$ cat config.mk
export PLATFORM = sky130hd
export DESIGN_NAME = ecp_unit
export DESIGN_NICKNAME = d
export VERILOG_FILES = /design/src/logic/ecp_pkg.sv /design/src/logic/ecp_capture_store.sv /design/src/logic/ecp_unit.sv
export SDC_FILE = /design/constraint.sdc
export NUM_CORES = 1
export LEC_CHECK = 0
export BUFFER_PORTS_ARGS = -buffer_cell sky130_fd_sc_hd__clkbuf_2
export CORE_MARGIN = 2
export CORE_UTILIZATION = 50
export CTS_CLUSTER_SIZE = 20
export DETAILED_ROUTE_END_ITERATION = 8
export PLACE_DENSITY = 0.81
export SLEW_MARGIN = 20
export SYNTH_ARGS = -nofsm -noshare
export SYNTH_HDL_FRONTEND = slang
export SYNTH_SLANG_ARGS = --single-unit
$ cat constraint.sdc
create_clock -name pclk -period 3.9 [get_ports pclk]
set_clock_uncertainty 0.05 [all_clocks]
set_input_delay 0.78 -clock pclk [delete_from_list [all_inputs] [get_ports pclk]]
set_output_delay 0.78 -clock pclk [all_outputs]
set_load 0.01 [all_outputs]
$ cat src/logic/ecp_pkg.sv
// constants shared by the capture/compare/pwm control block
// assumes a 32-bit apb slave at byte addresses below 0x20
package ecp_pkg;
    // register byte offsets
    localparam logic [7:0] ECP_OFF_CTRL = 8'h00;
    localparam logic [7:0] ECP_OFF_DUTY = 8'h04;
    localparam logic [7:0] ECP_OFF_CAPT = 8'h08;
    localparam logic [7:0] ECP_OFF_STAT = 8'h0c;
    localparam logic [7:0] ECP_OFF_DEAD = 8'h10;
    localparam logic [7:0] ECP_OFF_PER = 8'h14;
    // control register fields
    localparam int ECP_STEER_HI = 7;
    localparam int ECP_STEER_LO = 6;
    localparam int ECP_DUTY_HI = 5;
    localparam int ECP_DUTY_LO = 4;
    localparam int ECP_MODE_HI = 3;
    localparam int ECP_MODE_LO = 0;
    // status register fields
    localparam int ECP_STAT_FLAG = 0;
    localparam int ECP_STAT_IEN = 1;
    // reset values
    localparam logic [7:0] ECP_CTRL_RST = 8'h00;
    localparam logic [7:0] ECP_DUTY_RST = 8'h00;
    localparam logic [7:0] ECP_PER_RST = 8'hff;
    localparam logic [6:0] ECP_DEAD_RST = 7'h00;
    localparam logic [15:0] ECP_CAPT_RST = 16'h0000;
    // mode field encodings
    typedef enum logic [3:0] {
        ECP_OFF = 4'b0000,
        ECP_R01 = 4'b0001,
        ECP_R02 = 4'b0010,
        ECP_R03 = 4'b0011,
        ECP_CAP_FALL = 4'b0100,
        ECP_CAP_RISE = 4'b0101,
        ECP_CAP_RISE4 = 4'b0110,
        ECP_CAP_RISE16 = 4'b0111,
        ECP_CMP_SET = 4'b1000,
        ECP_CMP_CLR = 4'b1001,
        ECP_CMP_FLAG = 4'b1010,
        ECP_CMP_FLAG2 = 4'b1011,
        ECP_PWM0 = 4'b1100,
        ECP_PWM1 = 4'b1101,
        ECP_PWM2 = 4'b1110,
        ECP_PWM3 = 4'b1111
    } ecp_mode_t;
    // steering and mode class encodings
    localparam logic [1:0] ECP_STEER_SINGLE = 2'b00;
    localparam logic [1:0] ECP_STEER_FWD = 2'b01;
    localparam logic [1:0] ECP_STEER_HALF = 2'b10;
    localparam logic [1:0] ECP_STEER_REV = 2'b11;
    localparam logic [1:0] ECP_CLASS_PWM = 2'b11;
    localparam logic [1:0] ECP_CLASS_CMP = 2'b10;
    localparam logic [1:0] ECP_CLASS_CAP = 2'b01;
endpackage

$ cat src/logic/ecp_capture_store.sv
// holds the 16-bit capture/compare value pair
// assumes the writer never asserts both loads in one cycle with different intent;
// capture load wins over a bus write
`timescale 1ns/1ps
`default_nettype none
module ecp_capture_store (
    // clock and reset
    input wire logic pclk,
    input wire logic presetn,
    // loads
    input wire logic capture_load,
    input wire logic [15:0] capture_data,
    input wire logic bus_load,
    input wire logic [15:0] bus_data,
    // stored value
    output logic [15:0] value
);
    import ecp_pkg::*;
    logic [15:0] next_value;

    always_comb begin
        next_value = value;
        if (capture_load) begin
            next_value = capture_data;
        end else if (bus_load) begin
            next_value = bus_data;
        end
    end

    always_ff @(posedge pclk or negedge presetn) begin
        if (!presetn) begin
            value <= ECP_CAPT_RST;
        end else begin
            value <= next_value;
        end
    end
endmodule
`default_nettype wire

$ cat src/logic/ecp_unit.sv
// capture/compare/pwm control unit with apb register access
// assumes timer_count_pair is synchronous to pclk and the capture pin is already synchronised
//
// The register addresses and the APB interface to the registers were left to the implementer.
`timescale 1ns/1ps
`default_nettype none
module ecp_unit #(
    parameter bit FULL_BRIDGE = 1'b1
) (
    // apb slave
    input wire logic pclk,
    input wire logic presetn,
    input wire logic psel,
    input wire logic penable,
    input wire logic pwrite,
    input wire logic [7:0] paddr,
    input wire logic [31:0] pwdata,
    output logic [31:0] prdata,
    output logic pready,
    output logic pslverr,
    // capture pin and timer resource
    input wire logic capture_pin,
    input wire logic [15:0] timer_count_pair,
    // bridge outputs, enable high while the unit owns the pin
    output logic output_a,
    output logic output_a_oe,
    output logic output_b,
    output logic output_b_oe,
    output logic output_c,
    output logic output_c_oe,
    output logic output_d,
    output logic output_d_oe,
    // interrupt request toward the core
    output logic capture_irq
);
    import ecp_pkg::*;

    // ----------------------------------------
    // decode helpers
    // ----------------------------------------
    function automatic logic is_capture(input logic [3:0] m);
        is_capture = (m[3:2] == ECP_CLASS_CAP);
    endfunction

    // active level of the pin right after the edge the mode waits for
    function automatic logic edge_level(input logic [3:0] m);
        edge_level = (m != ECP_CAP_FALL);
    endfunction

    // ----------------------------------------
    // state
    // ----------------------------------------
    logic [7:0] ctrl, next_ctrl, duty_high_byte, next_duty_high_byte, period, next_period;
    logic [6:0] dead_band, next_dead_band, db_cnt, next_db_cnt;
    logic capture_irq_flag, next_capture_irq_flag, capture_irq_enable, next_capture_irq_enable;
    logic pin_prev, next_pin_prev, match_prev, next_match_prev, cmp_level, next_cmp_level;
    logic [3:0] presc, next_presc;
    logic [9:0] pwm_cnt, next_pwm_cnt;
    logic [31:0] next_prdata;
    logic next_pready, next_pslverr, next_irq, pwm_q, next_pwm_q;
    logic next_a, next_a_oe, next_b, next_b_oe, next_c, next_c_oe, next_d, next_d_oe;

    ecp_mode_t mode;
    logic [1:0] steer;
    logic [9:0] duty10;
    logic setup, access, wr, mapped;
    logic wr_ctrl, wr_capt;
    logic pin_rise, pin_fall, cap_event, match, cmp_hit;
    logic db_done;
    logic [15:0] capture_value_pair;

    assign mode = ecp_mode_t'(ctrl[ECP_MODE_HI:ECP_MODE_LO]);
    assign steer = ctrl[ECP_STEER_HI:ECP_STEER_LO];
    assign duty10 = {duty_high_byte, ctrl[ECP_DUTY_HI:ECP_DUTY_LO]};
    assign setup = psel & ~penable;
    assign access = psel & penable & pready;
    assign wr = access & pwrite;
    assign wr_ctrl = wr & (paddr == ECP_OFF_CTRL);
    assign wr_capt = wr & (paddr == ECP_OFF_CAPT);
    assign mapped = (paddr == ECP_OFF_CTRL) | (paddr == ECP_OFF_DUTY) |
        (paddr == ECP_OFF_CAPT) | (paddr == ECP_OFF_STAT) |
        (paddr == ECP_OFF_DEAD) | (paddr == ECP_OFF_PER);

    // ----------------------------------------
    // capture value pair
    // ----------------------------------------
    ecp_capture_store u_store (
        .pclk(pclk),
        .presetn(presetn),
        .capture_load(cap_event),
        .capture_data(timer_count_pair),
        .bus_load(wr_capt),
        .bus_data(pwdata[15:0]),
        .value(capture_value_pair)
    );

    // ----------------------------------------
    // capture and compare events
    // ----------------------------------------
    assign pin_rise = capture_pin & ~pin_prev;
    assign pin_fall = ~capture_pin & pin_prev;
    assign match = (ctrl[3:2] == ECP_CLASS_CMP) & (timer_count_pair == capture_value_pair);
    assign cmp_hit = match & ~match_prev;

    always_comb begin
        cap_event = 1'b0;
        unique case (mode)
            ECP_CAP_FALL: cap_event = pin_fall;
            ECP_CAP_RISE: cap_event = pin_rise;
            ECP_CAP_RISE4: cap_event = pin_rise & (presc[1:0] == 2'b11);
            ECP_CAP_RISE16: cap_event = pin_rise & (presc == 4'hf);
            ECP_OFF, ECP_R01, ECP_R02, ECP_R03, ECP_CMP_SET, ECP_CMP_CLR, ECP_CMP_FLAG,
            ECP_CMP_FLAG2, ECP_PWM0, ECP_PWM1, ECP_PWM2, ECP_PWM3: cap_event = 1'b0;
        endcase
    end

    always_comb begin
        next_pin_prev = capture_pin;
        next_presc = presc;
        next_match_prev = match;
        next_cmp_level = cmp_level;
        if (is_capture(ctrl[3:0]) && pin_rise) begin
            next_presc = presc + 4'h1;
        end
        if (cmp_hit && mode == ECP_CMP_SET) begin
            next_cmp_level = 1'b1;
        end else if (cmp_hit && mode == ECP_CMP_CLR) begin
            next_cmp_level = 1'b0;
        end
        if (wr_ctrl && pwdata[3:0] != ctrl[3:0]) begin
            // the edge history is rearmed for the new mode; a pin already at the
            // new active level then reads as an edge and can set the flag
            next_presc = 4'h0;
            next_pin_prev = ~edge_level(pwdata[3:0]);
            next_cmp_level = 1'b0;
        end
    end

    // ----------------------------------------
    // pwm timebase and dead-band
    // ----------------------------------------
    always_comb begin
        next_pwm_cnt = pwm_cnt + 10'h001;
        if (pwm_cnt == {period, 2'b11}) begin
            next_pwm_cnt = 10'h000;
        end
        next_pwm_q = (pwm_cnt < duty10);
        next_db_cnt = db_cnt;
        if (next_pwm_q != pwm_q) begin
            next_db_cnt = 7'h00;
        end else if (db_cnt != 7'h7f) begin
            next_db_cnt = db_cnt + 7'h01;
        end
    end
    assign db_done = (db_cnt >= dead_band);

    // ----------------------------------------
    // output steering
    // ----------------------------------------
    always_comb begin
        {next_a, next_a_oe, next_b, next_b_oe} = 4'h0;
        {next_c, next_c_oe, next_d, next_d_oe} = 4'h0;
        if (ctrl[3:2] == ECP_CLASS_PWM) begin
            if (!FULL_BRIDGE) begin
                next_a_oe = 1'b1;
                next_a = pwm_q;
                if (steer[1]) begin
                    // complementary pair, each edge in held off by the dead-band
                    next_a = pwm_q & db_done;
                    next_b = ~pwm_q & db_done;
                    next_b_oe = 1'b1;
                end
            end else begin
                unique case (steer)
                    ECP_STEER_SINGLE: begin
                        next_a_oe = 1'b1;
                        next_a = pwm_q;
                    end
                    ECP_STEER_FWD: begin
                        next_a_oe = 1'b1;
                        next_b_oe = 1'b1;
                        next_c_oe = 1'b1;
                        next_d_oe = 1'b1;
                        next_a = 1'b1;
                        next_d = pwm_q;
                    end
                    ECP_STEER_HALF: begin
                        next_a_oe = 1'b1;
                        next_b_oe = 1'b1;
                        next_a = pwm_q & db_done;
                        next_b = ~pwm_q & db_done;
                    end
                    ECP_STEER_REV: begin
                        // mirror of forward drive
                        next_a_oe = 1'b1;
                        next_b_oe = 1'b1;
                        next_c_oe = 1'b1;
                        next_d_oe = 1'b1;
                        next_c = 1'b1;
                        next_b = pwm_q;
                    end
                endcase
            end
        end else if (ctrl[3:2] == ECP_CLASS_CMP) begin
            next_a_oe = 1'b1;
            next_a = cmp_level;
        end
    end

    // ----------------------------------------
    // apb registers
    // ----------------------------------------
    always_comb begin
        next_ctrl = ctrl;
        next_duty_high_byte = duty_high_byte;
        next_period = period;
        next_dead_band = dead_band;
        next_capture_irq_enable = capture_irq_enable;
        next_capture_irq_flag = capture_irq_flag;
        if (wr_ctrl) begin
            next_ctrl = pwdata[7:0];
        end
        if (wr && paddr == ECP_OFF_DUTY) begin
            next_duty_high_byte = pwdata[7:0];
        end
        if (wr && paddr == ECP_OFF_PER) begin
            next_period = pwdata[7:0];
        end
        if (wr && paddr == ECP_OFF_DEAD) begin
            next_dead_band = pwdata[6:0];
        end
        if (wr && paddr == ECP_OFF_STAT) begin
            next_capture_irq_enable = pwdata[ECP_STAT_IEN];
            if (pwdata[ECP_STAT_FLAG]) begin
                next_capture_irq_flag = 1'b0;
            end
        end
        // a new event in the clearing cycle is kept
        if (cap_event || cmp_hit) begin
            next_capture_irq_flag = 1'b1;
        end
        next_irq = next_capture_irq_flag & next_capture_irq_enable;
        next_pready = setup;
        next_pslverr = setup & ~mapped;
        next_prdata = 32'h0000_0000;
        if (setup && !pwrite) begin
            case (paddr)
                ECP_OFF_CTRL: next_prdata = {24'h00_0000, ctrl};
                ECP_OFF_DUTY: next_prdata = {24'h00_0000, duty_high_byte};
                ECP_OFF_CAPT: next_prdata = {16'h0000, capture_value_pair};
                ECP_OFF_STAT: next_prdata = {30'h0000_0000, capture_irq_enable, capture_irq_flag};
                ECP_OFF_DEAD: next_prdata = {25'h000_0000, dead_band};
                ECP_OFF_PER: next_prdata = {24'h00_0000, period};
            endcase
        end
    end

    always_ff @(posedge pclk or negedge presetn) begin
        if (!presetn) begin
            {ctrl, duty_high_byte, period} <= {ECP_CTRL_RST, ECP_DUTY_RST, ECP_PER_RST};
            dead_band <= ECP_DEAD_RST;
            {capture_irq_flag, capture_irq_enable, capture_irq} <= 3'h0;
            {pin_prev, match_prev, cmp_level, pwm_q} <= 4'h0;
            {presc, pwm_cnt, db_cnt} <= 21'h00_0000;
            {prdata, pready, pslverr} <= 34'h0_0000_0000;
            {output_a, output_a_oe, output_b, output_b_oe} <= 4'h0;
            {output_c, output_c_oe, output_d, output_d_oe} <= 4'h0;
        end else begin
            {ctrl, duty_high_byte, period} <= {next_ctrl, next_duty_high_byte, next_period};
            dead_band <= next_dead_band;
            capture_irq_flag <= next_capture_irq_flag;
            capture_irq_enable <= next_capture_irq_enable;
            capture_irq <= next_irq;
            {pin_prev, match_prev} <= {next_pin_prev, next_match_prev};
            {cmp_level, pwm_q} <= {next_cmp_level, next_pwm_q};
            {presc, pwm_cnt, db_cnt} <= {next_presc, next_pwm_cnt, next_db_cnt};
            {prdata, pready, pslverr} <= {next_prdata, next_pready, next_pslverr};
            {output_a, output_a_oe} <= {next_a, next_a_oe};
            {output_b, output_b_oe} <= {next_b, next_b_oe};
            {output_c, output_c_oe} <= {next_c, next_c_oe};
            {output_d, output_d_oe} <= {next_d, next_d_oe};
        end
    end
endmodule
`default_nettype wire

==> impl_metrics.toml, run 1 <==
[logic_synthesis]
ys_async_sr_fraction_pct = 100.0
synthTopCellsByArea = "dfrtp_1 (44%), mux2_2 (6.5%), ha_1 (4.6%)"
post_synth_mux_area_share_pct = 10.98
synth_xor_xnor_area_share_pct = 6.547
synthesis.area_per_instance_sq_um = 10.71
simple_gate_share_of_the_synthesized_area_pct = 14.82
synth_adder_area_share_pct = 4.556
ys_ff_latch = 100
synth.yosys.seq_area_share_pct = 48.15
synth_enable_flop_cells = 0
synth_top_flop_cell = "dfrtp_1"
synth_top_family_by_area = "simple AND/OR/NAND/NOR gates"
synth_top_area_cell = "dfrtp_1"
syn-instance-count = 487
post_synth_instance_area_sq_um = 5218
post-synth-top-area-fraction_pct = 44.12
yosys_warnings = 0
synth-compound-area-share_pct = 9.376
synth.lib_cells_used.distinct = 54

[sta]
grt_setup_unrepaired = "false"
maxSlewHeadroom_pct = 38.44
achievable-frequency_ghz = 0.3867
final_setup_viols = 0
tightest_slew_ns = 0.9163
setup_tns_ns = 0
finalCritPeriodShare_pct = 66.31
period_minus_slack_ns = 2.586
max_slew_violations = 0
report.final.hold_viol_count = 0

[pwr]
seq_power_share_pct = 54.8
pwr_density_cell_nw_per_um2 = 331.8
netSwitchingPower_uw = 463.6
p_int_mw = 1.481
power.clock.fraction_pct = 38.1
switching_share_pct = 23.84
cellLeakagePower_nw = 2.849
irDropWorstVdd_uv = 153.4
p_comb_share_pct = 7.1

[clock_network]
cts-buffers-inserted = 9
tritoncts_num_sinks = 100
cts_root_buf = "clkbuf_8"
clock_latency_ns = 0.38
cts.repair_timing.setup_buffer_count = 0
cts_tree = "done"
cts.hold.buffers_added = 0
clock_path_buffers = 2
clk_pin_slew_ns = 0.09
cts_resized = 0
ctsHtreeMaxLevel = 3

[global_routing]
grt_antenna_before_repair = 0
via_count_of_the_first_global_routing_pass = 3983
grt_max_degree = 53
grt_remaining_overflow = 0
grt_pass1_wl_mm = 19.56
grt_use_total_pct = 22.13

[placement]
post-place-cells = 678
io_buffer_count = 72
dp_hpwl_mm = 8.552
gp_routability_congestion = 0.8794

[worst_setup_path]
path_buf_inv = 2
worstPathArrival_ns = 2.80
cpLargestDelayFamily = "simple AND/OR/NAND/NOR gates"
timing.reg2reg.worst_path_depth = 6
cp_slowest_cell = "a41oi_2"
rr_startpoint = "pwm_cnt[4]"
reg2reg_setup_slack_ns = 1.45
crit-reg2reg-capture = "db_cnt[5]"
worst-endpoint-required_ns = 4.12
crit_path_cell_trace = "clkbuf_2, nor4_4, buf_4, and2b_1, nand2_1, a41oi_2, mux2_2"
critical_path_class = "input port to flip-flop"
critical-path-max-stage-delay_ns = 0.43
cp-start-kind = "input port"
worstSetupEndpointType = "flip-flop"
cp_max_fo = 13

[hold_path]
min_path_type = "input port to async pin"

[layout]
layout_common_cells = "dfrtp_1 (92), clkbuf_2 (71), nor2_1 (46)"
num_antenna_cells = 0
final_common_cell = "dfrtp_1"
areaGrowthSynthToFinish_pct = 12.33
layout.nets = 634
layoutNonFillerInstCount = 694
final_util_pct = 57.28
share_of_final_layout_standard_cells_stronger_than_drive_strength_1_pct = 25.45

[detailed_routing]
routed_wirelength_mm = 11.62
viasPerCell = 5.545
route.detailed.wl_per_inst_microns = 16.75
num_vias = 3848
drt.antenna.violating_nets = 0
detail_route.first_pass.iterations = 4
drt_first_iter_violations = 174
total_drc_errors_in_the_routed_layout = 0

[flow_run]
cap_viol_max_count = 0

[floorplanning]
io_pins = 105
floorplan.initialDensity_pct = 51.00
core-area_sq_um = 10230
dieHeight_microns = 106.2
rows = 37
die-area_sq_um = 11270
die_width_microns = 106.2

[status]
run_status = "completed"
-- how the worst max path moves through the flow --
stage	to	from	slack, ns	cells after the start
global placement	prdata[3]	paddr[3]	1.03	6
global route	prdata[3]	paddr[3]	1.21	6
floorplan	pin_prev	paddr[1]	1.48	6
finish	pin_prev	paddr[4]	1.31	7
CTS	pin_prev	paddr[4]	1.37	7
detailed placement	pin_prev	paddr[4]	0.97	7
-- sequential cells by signal, summed over array words and instances (netlist names), 4 cells and up --
signal,count
prdata,16
u_store.value,16
pwm_cnt,10
ctrl,8
duty_high_byte,8
period,8
db_cnt,7
dead_band,7
presc,4
-- cell usage after synthesis, types with 3 or more instances --
cell type  count
a21boi_0       4
o21ai_0       19
nor2b_1        3
dfrtp_1       92
clkbuf_1      17
nor2_1        46
nor4_1         4
nand4_1        7
xnor2_1       18
a221oi_1      10
and3_1         6
a22oi_1        3
ha_1          19
nand2_1       24
dfstp_2        8
mux2_2        30
buf_4         17
o21a_1         3
mux2i_1       19
inv_1         20
a21oi_1       24
nor3_1         8
and2_1        12
nand2b_1       3
xor2_1        21
nand3_1       13
-- power groups by stage --
stage / logic (mW) / registers [mW] / clock network, mW
3_3_place_gp: 0.133 / 1.08 / 0
2_1_floorplan: 0.0789 / 1.08 / 0
3_5_place_dp: 0.138 / 1.09 / 0
4_1_cts: 0.138 / 1.07 / 0.753
6_report: 0.137 / 1.07 / 0.742
5_1_grt: 0.153 / 1.07 / 0.798
-- final cells by class --
class                   count  area [sq um]
fillers                   854          4370
flip-flops and latches    100          2512
multi-input cells         345          2479
repair buffers             77         400.4
well taps                 136         170.2
clock buffers              10         137.6
clock inverters             6         86.33
inverters                  20         75.07
-- logic make-up after synthesis --
| family | Yosys count |
|---|---|
| flops | 100 |
| buf+inv | 57 |
| simple gates | 145 |
| xor+xnor | 39 |
| compound gates | 75 |
| other cells | 1 |
| fa+ha+maj | 19 |
| mux | 51 |
-- stage by stage --
stage               instance area, sq um  hold slack, ns  power, mW  setup slack [ns]
global route                        5861          0.4165      2.018             1.206
floorplan                           5274          0.4105      1.160             1.481
detailed placement                  5637          0.4497      1.223            0.9721
global placement                    5637          0.4390      1.217             1.025
finish                              5861          0.3707      1.945             1.314
CTS                                 5861          0.3991      1.957             1.368
-- routing by layer --
layer	GRT usage [%]	part of all wire, %
met3	4.108	4.1
met1	27.74	43
met2	37.00	50
met5	0	0
met4	10.53	3.1
Power figures use the tool's default switching activity.
==> run 2, diff against run 1 <==
--- a/config.mk
+++ b/config.mk
@@ -10,7 +10,7 @@
 export CORE_UTILIZATION = 50
 export CTS_CLUSTER_SIZE = 20
 export DETAILED_ROUTE_END_ITERATION = 8
-export PLACE_DENSITY = 0.81
+export PLACE_DENSITY = 0.84
 export SLEW_MARGIN = 20
 export SYNTH_ARGS = -nofsm -noshare
 export SYNTH_HDL_FRONTEND = slang
==> constraint.sdc (replaced) <==
create_clock -name pclk -period 2.23 [get_ports pclk]
set_clock_uncertainty 0.05 [all_clocks]
set_input_delay 0.446 -clock pclk [delete_from_list [all_inputs] [get_ports pclk]]
set_output_delay 0.446 -clock pclk [all_outputs]
set_load 0.01 [all_outputs]
==> impl_metrics.toml, run 2 (synthesis gave the netlist of run 1 again) <==
[global_routing]
grt_use_total_pct = 21.57
grt_max_degree = 43
grt_antenna_before_repair = 0
grt_remaining_overflow = 0
grt_pass1_wl_mm = 19.06
via_count_of_the_first_global_routing_pass = 3885

[detailed_routing]
detail_route.first_pass.iterations = 5
drt_first_iter_violations = 219
viasPerCell = 5.490
route.detailed.wl_per_inst_microns = 16.56
total_drc_errors_in_the_routed_layout = 0
routed_wirelength_mm = 11.86
num_vias = 3931
drt.antenna.violating_nets = 0

[worst_setup_path]
cp-start-kind = "flip-flop"
rr_startpoint = "pwm_cnt[8]"
critical_path_class = "flip-flop to flip-flop"
worstPathArrival_ns = 2.34
cp_max_fo = 7
worst-endpoint-required_ns = 2.48
timing.reg2reg.worst_path_depth = 7
worstSetupEndpointType = "flip-flop"
critical_path_source = "pwm_cnt[8]"

[floorplanning]
dieHeight_microns = 106.2
core-area_sq_um = 10230
rows = 37
floorplan.initialDensity_pct = 51.00
io_pins = 105
die_width_microns = 106.2
die-area_sq_um = 11270

[flow_run]
cap_viol_max_count = 0

[layout]
layoutNonFillerInstCount = 716
areaGrowthSynthToFinish_pct = 16.57
final_common_cell = "dfrtp_1"
layout.nets = 657
share_of_final_layout_standard_cells_stronger_than_drive_strength_1_pct = 28.97
num_antenna_cells = 0
layout_common_cells = "dfrtp_1 (91), clkbuf_2 (71), nor2_1 (45)"
final.fill_count = 812
finish.instance_area_sq_um = 6082
final-seq-area_sq_um = 2514
area_of_combinational_cells_with_multiple_inputs_sq_um = 2522

[clock_network]
cts-buffers-inserted = 9
clock_path_buffers = 2
tritoncts_num_sinks = 100
clock_latency_ns = 0.37
cts_root_buf = "clkbuf_8"
cts_tree = "done"
ctsHtreeMaxLevel = 3
clk_pin_slew_ns = 0.10

[sta]
max_slew_violations = 0
achievable-frequency_ghz = 0.4784
tightest_slew_ns = 0.5904
period_minus_slack_ns = 2.090
setup_tns_ns = 0
finalCritPeriodShare_pct = 93.74
grt_setup_unrepaired = "false"
final_setup_viols = 0
maxSlewHeadroom_pct = 60.56
report.final.hold_viol_count = 0

[pwr]
p_total_mw = 3.299
pwr_density_cell_nw_per_um2 = 542.5
cellLeakagePower_nw = 2.948
irDropWorstVdd_uv = 276.5

[placement]
dpl_cell_area_sq_um = 5789
post-place-cells = 695
io_buffer_count = 72
dp_hpwl_mm = 8.827
gp_routability_congestion = 0.8712

[hold_path]
min_path_type = "input port to flip-flop"
worst_min_path_start = "penable"
hold_path_depth = 2

[status]
run_status = "completed"
## run 2: cell count changes in the layout (fill, tap and decap cells not counted), moves of 2 or more
| cell | change |
|---|---|
| buf_12 | +2 |
| buf_4 | +20 |
| clkinv_2 | -2 |
| clkinv_4 | +2 |
| ha_1 | -2 |
| ha_4 | +2 |
## run 2: where the power goes
part	total, mW	switching (mW)	internal (mW)
logic	0.269	0.162	0.107
clock network	1.17	0.628	0.547
registers	1.86	0.0194	1.84
total	3.30	0.809	2.49
## run 2: per-stage QoR
stage	util (%)	hold slack [ns]	setup WS [ns]
after floorplan	-	0.1004	0.1113
after global placement	56.59	0.3896	0.07926
after detailed placement	56.59	0.4012	0.01242
after CTS	58.64	0.2084	0.01543
after global routing	59.45	0.2178	0.05868
final	59.45	0.2228	0.1396
## run 2: worst paths after layout
check                                     to  slack [ns]
worst max register to register     db_cnt[5]        0.14
min in group asynchronous         prdata[12]        0.52
worst max-delay path               db_cnt[5]        0.14
worst min register to register    pwm_cnt[0]        0.46
max in group asynchronous       dead_band[5]        0.92
worst min-delay path                  pready        0.22
## run 2: metal layers
layer | vias to the layer above | part of all wire, % | global-route usage (%)
li1 | 1842 | - | -
met1 | 1946 | 40 | 26.14
met2 | 114 | 52 | 38.05
met3 | 29 | 4.5 | 3.924
met4 | 0 | 2.9 | 8.365
met5 | - | 0 | 0
## run 2: timing repair
action | in CTS | in global routing
hold buffers | 1 | 0
buffers inserted | 0 | 5
setup endpoints to repair | 0 | 7
resized for setup | 0 | 7
hold endpoints to repair | 17 | 0
## run 2: area by class of cell
class	instances	share of cell area, %
Inverter	20	1.234
Clock inverter	5	1.029
Timing Repair Buffer	100	9.875
Clock buffer	10	2.263
Sequential cell	100	41.33
Multi-Input combinational cell	345	41.47
Tap cell	136	2.798
## run 2: critical path: stages (launching register included)
cell and delay, ns:
dfrtp_2 0.44, ha_1 0.31, nand4_1 0.15, or3b_4 0.40
o221a_4 0.25, xor2_1 0.14, buf_4 0.16, nor2_1 0.11
